<file path="src/pkg/dcc_pkg.sv">
// Constants and types for the dual converter core clock and power configuration block
package dcc_pkg;

  // ****************************************************************
  // Register offsets
  // ****************************************************************
  localparam logic [15:0] DCC_OFF_CORE_PWR   = 16'h0020;
  localparam logic [15:0] DCC_OFF_WCLK_GEN   = 16'h0022;
  localparam logic [15:0] DCC_OFF_AUX_HIRES  = 16'h0024;
  localparam logic [15:0] DCC_OFF_DIVBUF_PWR = 16'h0027;
  localparam logic [15:0] DCC_OFF_SYSREF_CFG = 16'h002B;
  localparam logic [15:0] DCC_OFF_IN_DIV     = 16'h0032;
  localparam logic [15:0] DCC_OFF_A_GAIN_LO  = 16'h0037;
  localparam logic [15:0] DCC_OFF_A_GAIN_HI  = 16'h0038;
  localparam logic [15:0] DCC_OFF_B_GAIN_LO  = 16'h0039;
  localparam logic [15:0] DCC_OFF_B_GAIN_HI  = 16'h003A;
  localparam logic [15:0] DCC_OFF_A_AUX_LO   = 16'h003B;
  localparam logic [15:0] DCC_OFF_A_AUX_HI   = 16'h003C;
  localparam logic [15:0] DCC_OFF_B_AUX_LO   = 16'h003D;
  localparam logic [15:0] DCC_OFF_B_AUX_HI   = 16'h003E;

  // ****************************************************************
  // Reset values
  // ****************************************************************
  localparam logic [7:0] DCC_RST_CORE_PWR   = 8'hFF;
  localparam logic [7:0] DCC_RST_WCLK_GEN   = 8'h52;
  localparam logic [7:0] DCC_RST_AUX_HIRES  = 8'hFF;
  localparam logic [7:0] DCC_RST_DIVBUF_PWR = 8'h00;
  localparam logic [7:0] DCC_RST_SYSREF_CFG = 8'h88;
  localparam logic [7:0] DCC_RST_IN_DIV     = 8'h88;
  localparam logic [7:0] DCC_RST_GAIN_LO    = 8'h20;
  localparam logic [7:0] DCC_RST_GAIN_HI    = 8'h83;
  localparam logic [7:0] DCC_RST_AUX_LO     = 8'h00;
  localparam logic [7:0] DCC_RST_AUX_HI     = 8'h82;

  // ****************************************************************
  // Field positions
  // ****************************************************************
  localparam int DCC_BIT_SEL_CLK      = 7;
  localparam int DCC_BIT_REF_PON      = 6;
  localparam int DCC_BIT_B_PON        = 3;
  localparam int DCC_BIT_A_PON        = 1;
  localparam int DCC_BIT_MON_RST      = 7;
  localparam int DCC_BIT_DET_STATE    = 6;
  localparam int DCC_BIT_WDIV_CLEAR   = 5;
  localparam int DCC_BIT_WDIV_BYP     = 3;
  localparam int DCC_BIT_AUX_HIRES    = 6;
  localparam int DCC_BIT_BUF2_PON     = 7;
  localparam int DCC_BIT_BUF1_PON     = 6;
  localparam int DCC_BIT_W_INV        = 6;
  localparam int DCC_BIT_E_INV        = 5;
  localparam int DCC_BIT_IDIV_RST     = 5;
  localparam int DCC_BIT_FREQ_RANGE   = 4;
  localparam int DCC_BIT_IDIV_BYP     = 3;
  localparam int DCC_BIT_HI_PON       = 7;
  localparam int DCC_BIT_RANGE_X2     = 2;
  localparam int DCC_MSB_RATIO        = 7;
  localparam int DCC_LSB_RATIO        = 6;
  localparam int DCC_MSB_SEL3         = 2;
  localparam int DCC_MSB_CODE_HI      = 1;

  // ****************************************************************
  // Timing: one system cycle stands for half an input clock period
  // ****************************************************************
  localparam logic [4:0] DCC_IN_HALF_CYC  = 5'h02;
  localparam logic [4:0] DCC_CNT_ONE      = 5'h01;
  localparam logic [4:0] DCC_WCNT_ONE     = 5'h01;

  // ****************************************************************
  // Types
  // ****************************************************************
  typedef struct packed {
    logic        wr;
    logic        rd;
    logic [15:0] addr;
    logic [7:0]  wdata;
  } dcc_req_s;

  typedef struct packed {
    logic       conv_clock_active;
    logic       reference_power_on;
    logic       chan_a_power_on;
    logic       chan_b_power_on;
    logic       aux_hires_bypass;
    logic       div_buffer2_power;
    logic       div_buffer1_power;
    logic       input_freq_range;
    logic       chan_a_gain_power;
    logic       chan_b_gain_power;
    logic       chan_a_range_double;
    logic       chan_b_range_double;
    logic [9:0] chan_a_analog_gain_code;
    logic [9:0] chan_b_analog_gain_code;
    logic       chan_a_auxconv_power;
    logic       chan_b_auxconv_power;
    logic [9:0] chan_a_auxconv_code;
    logic [9:0] chan_b_auxconv_code;
  } dcc_cfg_s;

  typedef enum logic [0:0] {
    DCC_DIV_PHASE,
    DCC_DIV_RUN
  } dcc_div_e;

endpackage

</file>
<file path="src/verilog/dcc_core.sv">
// Dual converter core clock dividers, power enables and analog code registers
`timescale 1ns/100ps
`default_nettype none
module dcc_core
  import dcc_pkg::*;
(
  input  wire logic     clk_sys_in,
  input  wire logic     rst_n_in,
  input  wire dcc_req_s reg_req_in,
  input  wire logic     west_sysref_input_in,
  input  wire logic     east_sysref_input_in,
  output var  logic [7:0] reg_rd_data_out,
  output var  logic     reg_rd_valid_out,
  output var  dcc_cfg_s cfg_out,
  output var  logic     conv_clk_en_out,
  output var  logic     word_clk_en_out,
  output var  logic     clk_mon_flag_out,
  output var  logic     divide_detector_state_out,
  output var  logic     west_sysref_out,
  output var  logic     east_sysref_out
);

  // ****************************************************************
  // State
  // ****************************************************************
  typedef struct packed {
    logic [7:0] core_pwr;
    logic [7:0] wclk_gen;
    logic [7:0] aux_hires;
    logic [7:0] divbuf_pwr;
    logic [7:0] sysref_cfg;
    logic [7:0] in_div;
    logic [7:0] a_gain_lo;
    logic [7:0] a_gain_hi;
    logic [7:0] b_gain_lo;
    logic [7:0] b_gain_hi;
    logic [7:0] a_aux_lo;
    logic [7:0] a_aux_hi;
    logic [7:0] b_aux_lo;
    logic [7:0] b_aux_hi;
    logic [7:0] rd_data;
    logic       rd_valid;
    dcc_div_e   div_state;
    logic [4:0] conv_cnt;
    logic [4:0] word_cnt;
    logic       conv_en;
    logic       word_en;
    logic       mon_flag;
    logic       det_state;
    logic [1:0] west_sync;
    logic [1:0] east_sync;
    logic       west_out;
    logic       east_out;
  } dcc_state_s;

  dcc_state_s st_reg;
  dcc_state_s st_next;

  // ****************************************************************
  // Decoders
  // ****************************************************************
  // Converter clock period in system cycles (two per input clock)
  function automatic logic [4:0] conv_period(input logic [1:0] ratio);
    case (ratio)
      2'h0:    conv_period = 5'h04;
      2'h1:    conv_period = 5'h08;
      2'h2:    conv_period = 5'h0C;
      default: conv_period = 5'h10;
    endcase
  endfunction

  function automatic logic [4:0] word_ratio(input logic [2:0] sel);
    case (sel)
      3'h0:    word_ratio = 5'h02;
      3'h1:    word_ratio = 5'h03;
      3'h2:    word_ratio = 5'h04;
      3'h3:    word_ratio = 5'h06;
      3'h4:    word_ratio = 5'h08;
      3'h5:    word_ratio = 5'h0C;
      3'h6:    word_ratio = 5'h10;
      default: word_ratio = 5'h18;
    endcase
  endfunction

  function automatic logic hit(input dcc_req_s req, input logic [15:0] off);
    hit = req.wr && (req.addr == off);
  endfunction

  // ****************************************************************
  // Next state
  // ****************************************************************
  always_comb begin
    logic       div_restart;
    logic       conv_tick;
    logic [4:0] period;
    logic [4:0] wratio;
    div_restart = 1'b0;
    conv_tick   = 1'b0;
    period      = 5'h00;
    wratio      = 5'h00;
    st_next     = st_reg;

    // Register writes; word clock bit 7 and divider reset are actions, not storage
    if (hit(reg_req_in, DCC_OFF_CORE_PWR)) begin
      st_next.core_pwr = reg_req_in.wdata;
    end
    if (hit(reg_req_in, DCC_OFF_WCLK_GEN)) begin
      st_next.wclk_gen = {2'b00, reg_req_in.wdata[5:0]};
    end
    if (hit(reg_req_in, DCC_OFF_AUX_HIRES)) begin
      st_next.aux_hires = reg_req_in.wdata;
    end
    if (hit(reg_req_in, DCC_OFF_DIVBUF_PWR)) begin
      st_next.divbuf_pwr = {reg_req_in.wdata[7:6], 6'h00};
    end
    if (hit(reg_req_in, DCC_OFF_SYSREF_CFG)) begin
      st_next.sysref_cfg = {reg_req_in.wdata[7:5], 1'b0, reg_req_in.wdata[3:0]};
    end
    if (hit(reg_req_in, DCC_OFF_IN_DIV)) begin
      st_next.in_div = {reg_req_in.wdata[7:6], 1'b0, reg_req_in.wdata[4:0]};
      div_restart    = reg_req_in.wdata[DCC_BIT_IDIV_RST];
    end
    if (hit(reg_req_in, DCC_OFF_A_GAIN_LO)) begin
      st_next.a_gain_lo = reg_req_in.wdata;
    end
    if (hit(reg_req_in, DCC_OFF_A_GAIN_HI)) begin
      st_next.a_gain_hi = {reg_req_in.wdata[7], 4'h0, reg_req_in.wdata[2:0]};
    end
    if (hit(reg_req_in, DCC_OFF_B_GAIN_LO)) begin
      st_next.b_gain_lo = reg_req_in.wdata;
    end
    if (hit(reg_req_in, DCC_OFF_B_GAIN_HI)) begin
      st_next.b_gain_hi = {reg_req_in.wdata[7], 4'h0, reg_req_in.wdata[2:0]};
    end
    if (hit(reg_req_in, DCC_OFF_A_AUX_LO)) begin
      st_next.a_aux_lo = reg_req_in.wdata;
    end
    if (hit(reg_req_in, DCC_OFF_A_AUX_HI)) begin
      st_next.a_aux_hi = {reg_req_in.wdata[7], 5'h00, reg_req_in.wdata[1:0]};
    end
    if (hit(reg_req_in, DCC_OFF_B_AUX_LO)) begin
      st_next.b_aux_lo = reg_req_in.wdata;
    end
    if (hit(reg_req_in, DCC_OFF_B_AUX_HI)) begin
      st_next.b_aux_hi = {reg_req_in.wdata[7], 5'h00, reg_req_in.wdata[1:0]};
    end

    // Read path, one cycle after the strobe; unmapped offsets read zero
    st_next.rd_valid = reg_req_in.rd;
    if (reg_req_in.rd) begin
      case (reg_req_in.addr)
        DCC_OFF_CORE_PWR:   st_next.rd_data = st_reg.core_pwr;
        DCC_OFF_WCLK_GEN:   st_next.rd_data = {st_reg.mon_flag, st_reg.det_state,
                                               st_reg.wclk_gen[5:0]};
        DCC_OFF_AUX_HIRES:  st_next.rd_data = st_reg.aux_hires;
        DCC_OFF_DIVBUF_PWR: st_next.rd_data = st_reg.divbuf_pwr;
        DCC_OFF_SYSREF_CFG: st_next.rd_data = st_reg.sysref_cfg;
        DCC_OFF_IN_DIV:     st_next.rd_data = st_reg.in_div;
        DCC_OFF_A_GAIN_LO:  st_next.rd_data = st_reg.a_gain_lo;
        DCC_OFF_A_GAIN_HI:  st_next.rd_data = st_reg.a_gain_hi;
        DCC_OFF_B_GAIN_LO:  st_next.rd_data = st_reg.b_gain_lo;
        DCC_OFF_B_GAIN_HI:  st_next.rd_data = st_reg.b_gain_hi;
        DCC_OFF_A_AUX_LO:   st_next.rd_data = st_reg.a_aux_lo;
        DCC_OFF_A_AUX_HI:   st_next.rd_data = st_reg.a_aux_hi;
        DCC_OFF_B_AUX_LO:   st_next.rd_data = st_reg.b_aux_lo;
        DCC_OFF_B_AUX_HI:   st_next.rd_data = st_reg.b_aux_hi;
        default:            st_next.rd_data = 8'h00;
      endcase
    end

    // ****************************************************************
    // Converter clock: input divider with phase step and bypass
    // ****************************************************************
    period = conv_period(st_reg.in_div[DCC_MSB_RATIO:DCC_LSB_RATIO]);
    if (st_reg.in_div[DCC_BIT_IDIV_BYP]) begin
      period = DCC_IN_HALF_CYC;
    end
    if (div_restart || !st_reg.core_pwr[DCC_BIT_SEL_CLK]) begin
      // Stopped clock parks the divider so a restart begins at a known phase
      st_next.div_state = DCC_DIV_PHASE;
      st_next.conv_cnt  = 5'h00;
      st_next.word_cnt  = 5'h00;
    end else begin
      case (st_reg.div_state)
        DCC_DIV_PHASE: begin
          // Phase wait counts half input periods; bypass skips it
          if (st_reg.in_div[DCC_BIT_IDIV_BYP] ||
              st_reg.conv_cnt >= {2'b00, st_reg.in_div[DCC_MSB_SEL3:0]}) begin
            st_next.div_state = DCC_DIV_RUN;
            st_next.conv_cnt  = DCC_CNT_ONE;
            conv_tick         = 1'b1;
          end else begin
            st_next.conv_cnt = st_reg.conv_cnt + DCC_CNT_ONE;
          end
        end
        DCC_DIV_RUN: begin
          if (st_reg.conv_cnt >= period) begin
            st_next.conv_cnt = DCC_CNT_ONE;
            conv_tick        = 1'b1;
          end else begin
            st_next.conv_cnt = st_reg.conv_cnt + DCC_CNT_ONE;
          end
        end
        default: begin
          st_next.div_state = DCC_DIV_PHASE;
          st_next.conv_cnt  = 5'h00;
        end
      endcase
    end
    st_next.conv_en = conv_tick;

    // ****************************************************************
    // Word clock generator
    // ****************************************************************
    wratio          = word_ratio(st_reg.wclk_gen[DCC_MSB_SEL3:0]);
    st_next.word_en = 1'b0;
    if (st_reg.wclk_gen[DCC_BIT_WDIV_CLEAR]) begin
      st_next.word_cnt = 5'h00;
    end else if (st_reg.wclk_gen[DCC_BIT_WDIV_BYP]) begin
      st_next.word_en  = conv_tick;
      st_next.word_cnt = 5'h00;
    end else if (conv_tick && !div_restart) begin
      if (st_reg.word_cnt + DCC_WCNT_ONE >= wratio) begin
        st_next.word_cnt = 5'h00;
        st_next.word_en  = 1'b1;
      end else begin
        st_next.word_cnt = st_reg.word_cnt + DCC_WCNT_ONE;
      end
    end

    // Detector runs only while the divided word clock is really counting
    st_next.det_state = st_reg.core_pwr[DCC_BIT_SEL_CLK] &&
                        !st_reg.wclk_gen[DCC_BIT_WDIV_CLEAR] &&
                        !st_reg.wclk_gen[DCC_BIT_WDIV_BYP];

    // Monitor flag latches a stopped converter clock; a new event beats the clear
    if (!st_reg.core_pwr[DCC_BIT_SEL_CLK]) begin
      st_next.mon_flag = 1'b1;
    end else if (hit(reg_req_in, DCC_OFF_WCLK_GEN) && reg_req_in.wdata[DCC_BIT_MON_RST]) begin
      st_next.mon_flag = 1'b0;
    end

    // ****************************************************************
    // SYSREF polarity: pins pass two flip-flops before the inversion
    // ****************************************************************
    st_next.west_sync = {st_reg.west_sync[0], west_sysref_input_in};
    st_next.east_sync = {st_reg.east_sync[0], east_sysref_input_in};
    st_next.west_out  = st_reg.west_sync[1] ^ st_reg.sysref_cfg[DCC_BIT_W_INV];
    st_next.east_out  = st_reg.east_sync[1] ^ st_reg.sysref_cfg[DCC_BIT_E_INV];
  end

  // ****************************************************************
  // Registers
  // ****************************************************************
  always_ff @(posedge clk_sys_in) begin
    if (!rst_n_in) begin
      st_reg            <= '0;
      st_reg.core_pwr   <= DCC_RST_CORE_PWR;
      st_reg.wclk_gen   <= DCC_RST_WCLK_GEN & 8'h3F;
      st_reg.det_state  <= DCC_RST_WCLK_GEN[DCC_BIT_DET_STATE];
      st_reg.aux_hires  <= DCC_RST_AUX_HIRES;
      st_reg.divbuf_pwr <= DCC_RST_DIVBUF_PWR;
      st_reg.sysref_cfg <= DCC_RST_SYSREF_CFG;
      st_reg.in_div     <= DCC_RST_IN_DIV;
      st_reg.a_gain_lo  <= DCC_RST_GAIN_LO;
      st_reg.a_gain_hi  <= DCC_RST_GAIN_HI;
      st_reg.b_gain_lo  <= DCC_RST_GAIN_LO;
      st_reg.b_gain_hi  <= DCC_RST_GAIN_HI;
      st_reg.a_aux_lo   <= DCC_RST_AUX_LO;
      st_reg.a_aux_hi   <= DCC_RST_AUX_HI;
      st_reg.b_aux_lo   <= DCC_RST_AUX_LO;
      st_reg.b_aux_hi   <= DCC_RST_AUX_HI;
      st_reg.div_state  <= DCC_DIV_PHASE;
    end else begin
      st_reg <= st_next;
    end
  end

  // ****************************************************************
  // Outputs, all taken directly from state flip-flops
  // ****************************************************************
  assign reg_rd_data_out                 = st_reg.rd_data;
  assign reg_rd_valid_out                = st_reg.rd_valid;
  assign conv_clk_en_out                 = st_reg.conv_en;
  assign word_clk_en_out                 = st_reg.word_en;
  assign clk_mon_flag_out                = st_reg.mon_flag;
  assign divide_detector_state_out       = st_reg.det_state;
  assign west_sysref_out                 = st_reg.west_out;
  assign east_sysref_out                 = st_reg.east_out;
  assign cfg_out.conv_clock_active       = st_reg.core_pwr[DCC_BIT_SEL_CLK];
  assign cfg_out.reference_power_on      = st_reg.core_pwr[DCC_BIT_REF_PON];
  assign cfg_out.chan_a_power_on         = st_reg.core_pwr[DCC_BIT_A_PON];
  assign cfg_out.chan_b_power_on         = st_reg.core_pwr[DCC_BIT_B_PON];
  assign cfg_out.aux_hires_bypass        = st_reg.aux_hires[DCC_BIT_AUX_HIRES];
  assign cfg_out.div_buffer2_power       = st_reg.divbuf_pwr[DCC_BIT_BUF2_PON];
  assign cfg_out.div_buffer1_power       = st_reg.divbuf_pwr[DCC_BIT_BUF1_PON];
  assign cfg_out.input_freq_range        = st_reg.in_div[DCC_BIT_FREQ_RANGE];
  assign cfg_out.chan_a_gain_power       = st_reg.a_gain_hi[DCC_BIT_HI_PON];
  assign cfg_out.chan_b_gain_power       = st_reg.b_gain_hi[DCC_BIT_HI_PON];
  assign cfg_out.chan_a_range_double     = st_reg.a_gain_hi[DCC_BIT_RANGE_X2];
  assign cfg_out.chan_b_range_double     = st_reg.b_gain_hi[DCC_BIT_RANGE_X2];
  assign cfg_out.chan_a_analog_gain_code = {st_reg.a_gain_hi[DCC_MSB_CODE_HI:0],
                                            st_reg.a_gain_lo};
  assign cfg_out.chan_b_analog_gain_code = {st_reg.b_gain_hi[DCC_MSB_CODE_HI:0],
                                            st_reg.b_gain_lo};
  assign cfg_out.chan_a_auxconv_power    = st_reg.a_aux_hi[DCC_BIT_HI_PON];
  assign cfg_out.chan_b_auxconv_power    = st_reg.b_aux_hi[DCC_BIT_HI_PON];
  assign cfg_out.chan_a_auxconv_code     = {st_reg.a_aux_hi[DCC_MSB_CODE_HI:0],
                                            st_reg.a_aux_lo};
  assign cfg_out.chan_b_auxconv_code     = {st_reg.b_aux_hi[DCC_MSB_CODE_HI:0],
                                            st_reg.b_aux_lo};

endmodule
`default_nettype wire

</file>
<file path="config.mk">
export PLATFORM = sky130hd
export DESIGN_NAME = dcc_core
export DESIGN_NICKNAME = d
export VERILOG_FILES = /design/src/pkg/dcc_pkg.sv /design/src/verilog/dcc_core.sv
export SDC_FILE = /design/constraint.sdc
export NUM_CORES = 1
export LEC_CHECK = 0
export BUFFER_PORTS_ARGS = -buffer_cell sky130_fd_sc_hd__buf_2
export CORE_MARGIN = 2
export CORE_UTILIZATION = 45
export CTS_BUF_LIST = sky130_fd_sc_hd__clkbuf_8
export CTS_CLUSTER_DIAMETER = 150
export DETAILED_ROUTE_END_ITERATION = 8
export PLACE_DENSITY = 0.66
export SETUP_SLACK_MARGIN = 0.02
export SYNTH_ARGS = -nofsm -noshare
export SYNTH_HDL_FRONTEND = slang
export SYNTH_SLANG_ARGS = --single-unit
</file>
<file path="constraint.sdc">
create_clock -name clk_sys_in -period 2.7 [get_ports clk_sys_in]
set_clock_uncertainty 0.15 [all_clocks]
set_input_delay 0.54 -clock clk_sys_in [delete_from_list [all_inputs] [get_ports clk_sys_in]]
set_output_delay 0.54 -clock clk_sys_in [all_outputs]
set_load 0.03 [all_outputs]
</file>
==> qor.yml <==
outcome: "finished, final reports clean"
numClockSinks: 114
antenna_found_initial: 0
ant_nets: 0
io_pins: 99
wirelength_um: 18430
postCtsSetupBuffers: 0
synth_top_area_share_pct: 37.73
instances_no_fill: 961
hold_violations: 0
largest_reg_flops: 54
ys_ff_latch: 114
tns_ps: 0
numCtsBuffers: 17
fmax_ghz: 0.4122
ys_warn_count: 0
rsz0062_at_grt: "false"
rr_startpoint: "st_reg[97]"
fp.dieW_um: 119.9
layout_min_cycle_time_ps: 2426
setup.worst_path.end: "word_clk_en_out"
grtUsageMet2_pct: 41.41
final_util_pct: 52.80
cp-end-kind: "flip-flop"
cts_tree: "done"
htree_levels: 4
num_antenna_cells: 0
die-height_um: 119.9
synth-main-ff-cell: "dfxtp_1"
p_seq_share_pct: 47.6
timing.final.crit_share_pct: 89.85
switching_share_pct: 24.57
synth_cell_type_count: 68
maxSlewHeadroom_pct: 56.42
total_power_mw: 3.587
grt_pass1_vias: 5159
cp_max_fo: 13
start_util_pct: 45.85
clkLatencyLatePin_ps: 450
drive_gt1_share_pct: 26.88
met1_usage_pct: 34.35
synthToLayoutAreaGrowth_pct: 15.14
rrSetupSlack_ps: 270
dp_hpwl_um: 13650
p_int_mw: 2.706
drv_cap: 0
drt_iter0_markers: 475
via_per_inst: 5.631
drcViolationCount: 0
cts_root_buf: "clkbuf_8"
dp.cells: 930
grtUsageTotal_pct: 26.13
cts_resized: 0
p_leak_nw: 2.969
holdCritStartpoint: "east_sysref_input_in"
cp.arrival_ps: 2640
p_switching_mw: 0.8814
ir_drop_v: 0.0002615
netlist_area_mm2: 0.006048
grt_use_met3_pct: 4.943
wl_per_cell_um: 19.17
num_rows: 42
worstMarginPinSlew_ps: 645.3
top_usage_layer: "met2"
firstDrtPassIters: 5
power.density_mw_per_mm2: 515.1
synth.area.top_cells: "dfxtp_1, buf_4, mux2i_1"
ys_seq_area_share_pct: 37.73
synth.avg_cell_area_um2: 8.604
grt_overflow: 0
cts_hold_buf: 0
grt_max_degree: 57
synth_common_cells: "nand2_1, dfxtp_1, buf_4"
grt_pass1_wl_um: 28680
gp_congestion: 0.9150
path_clk_slew_ps: 60
io_buffers: 98
vias: 5411
maxSlewViolCount: 0
synth-edff-count: 0
r2r_cells: 8
r2r_end: "word_clk_en_out"
startpoint_type: "flip-flop"
yosysTopAreaCell: "dfxtp_1"
critPathRequiredTime_ps: 2910
netlist_instances: 703
finalNetCount: 818
hold_path.class: "in2reg"
clk_path_buf_depth: 2
core_mm2: 0.01319
p_clk_share_pct: 44.8
die_area_mm2: 0.01438
async_flop_share_pct: 0
worstSetupPathType: "reg2reg"
combPwrFrac_pct: 7.7
syn_nets: 748
yosysMostFrequentCell: "nand2_1"
setup_viol: 0
crit_start: "st_reg[97]"
[stage by stage]
stage | setup slack [ps] | instance area, um2 | hold WS, ps
after floorplan | 232.2 | 6048 | 261.9
after global placement | -56.38 | 6571 | 264.8
after detailed placement | -43.81 | 6571 | 277.5
after CTS | 289.1 | 6964 | 120.0
after global routing | 105.0 | 6964 | 146.1
final | 274.2 | 6964 | 154.1
[critical path, stage by stage (launching register included)]
cell and delay [ps]:
dfxtp_1 380, or2_2 320, ha_1 270, a21boi_0 190, o211ai_1 100, a21boi_0 420, buf_12 190, nor2b_1 150
nor3b_1 180
[worst min-delay path by stage]
stage                  to  slack, ps  cells after the start
6_report       st_next[3]        150                      2
5_1_grt        st_next[5]        150                      2
4_1_cts        st_next[3]        120                      2
3_5_place_dp    st_reg[5]        280                      1
3_3_place_gp    st_reg[3]        260                      1
2_1_floorplan   st_reg[3]        260                      1
[final cells by class]
type / instances / area [um2]
fill: 1219 / 6226
tap: 176 / 220.2
multi-input combinational: 475 / 3070
clock buffer: 18 / 247.7
inverter: 12 / 45.04
sequential: 114 / 2282
timing repair buffer: 153 / 953.4
clock inverter: 13 / 145.1
[cell usage in the layout, fill, tap and decap left out, types with 16 or more instances in the layout]
cell	count
nor2_1	40
buf_4	51
clkbuf_8	18
nand2_1	119
a21oi_1	50
nand2b_1	16
dfxtp_1	114
mux2i_1	47
nand3_1	37
buf_2	98
[power groups by stage]
stage / combinational [mW] / sequential, mW / clock (mW)
2_1_floorplan: 0.156 / 1.75 / 0
3_3_place_gp: 0.268 / 1.74 / 0
3_5_place_dp: 0.273 / 1.74 / 0
4_1_cts: 0.274 / 1.71 / 1.63
5_1_grt: 0.299 / 1.71 / 1.70
6_report: 0.276 / 1.71 / 1.61
[routing by layer]
metal	wire [um]	vias up
met5	0	-
met4	543	0
met3	1057	43
met2	8596	208
met1	8229	2596
li1	-	2564
[cell families (layout without fill, tap and decap cells)]
group / count (synthesis) / count (layout) / synth area share (%)
adders and majority gates: 15 / 15 / 3.103
and+or+nand+nor: 292 / 292 / 25.94
buffers and inverters: 114 / 196 / 11.50
DFF: 114 / 114 / 37.73
muxes: 48 / 48 / 7.964
AOI/OAI and AO/OA: 110 / 110 / 12.31
xor gates and xnor gates: 10 / 10 / 1.448
Note: power is estimated with default switching activity, not from simulation.
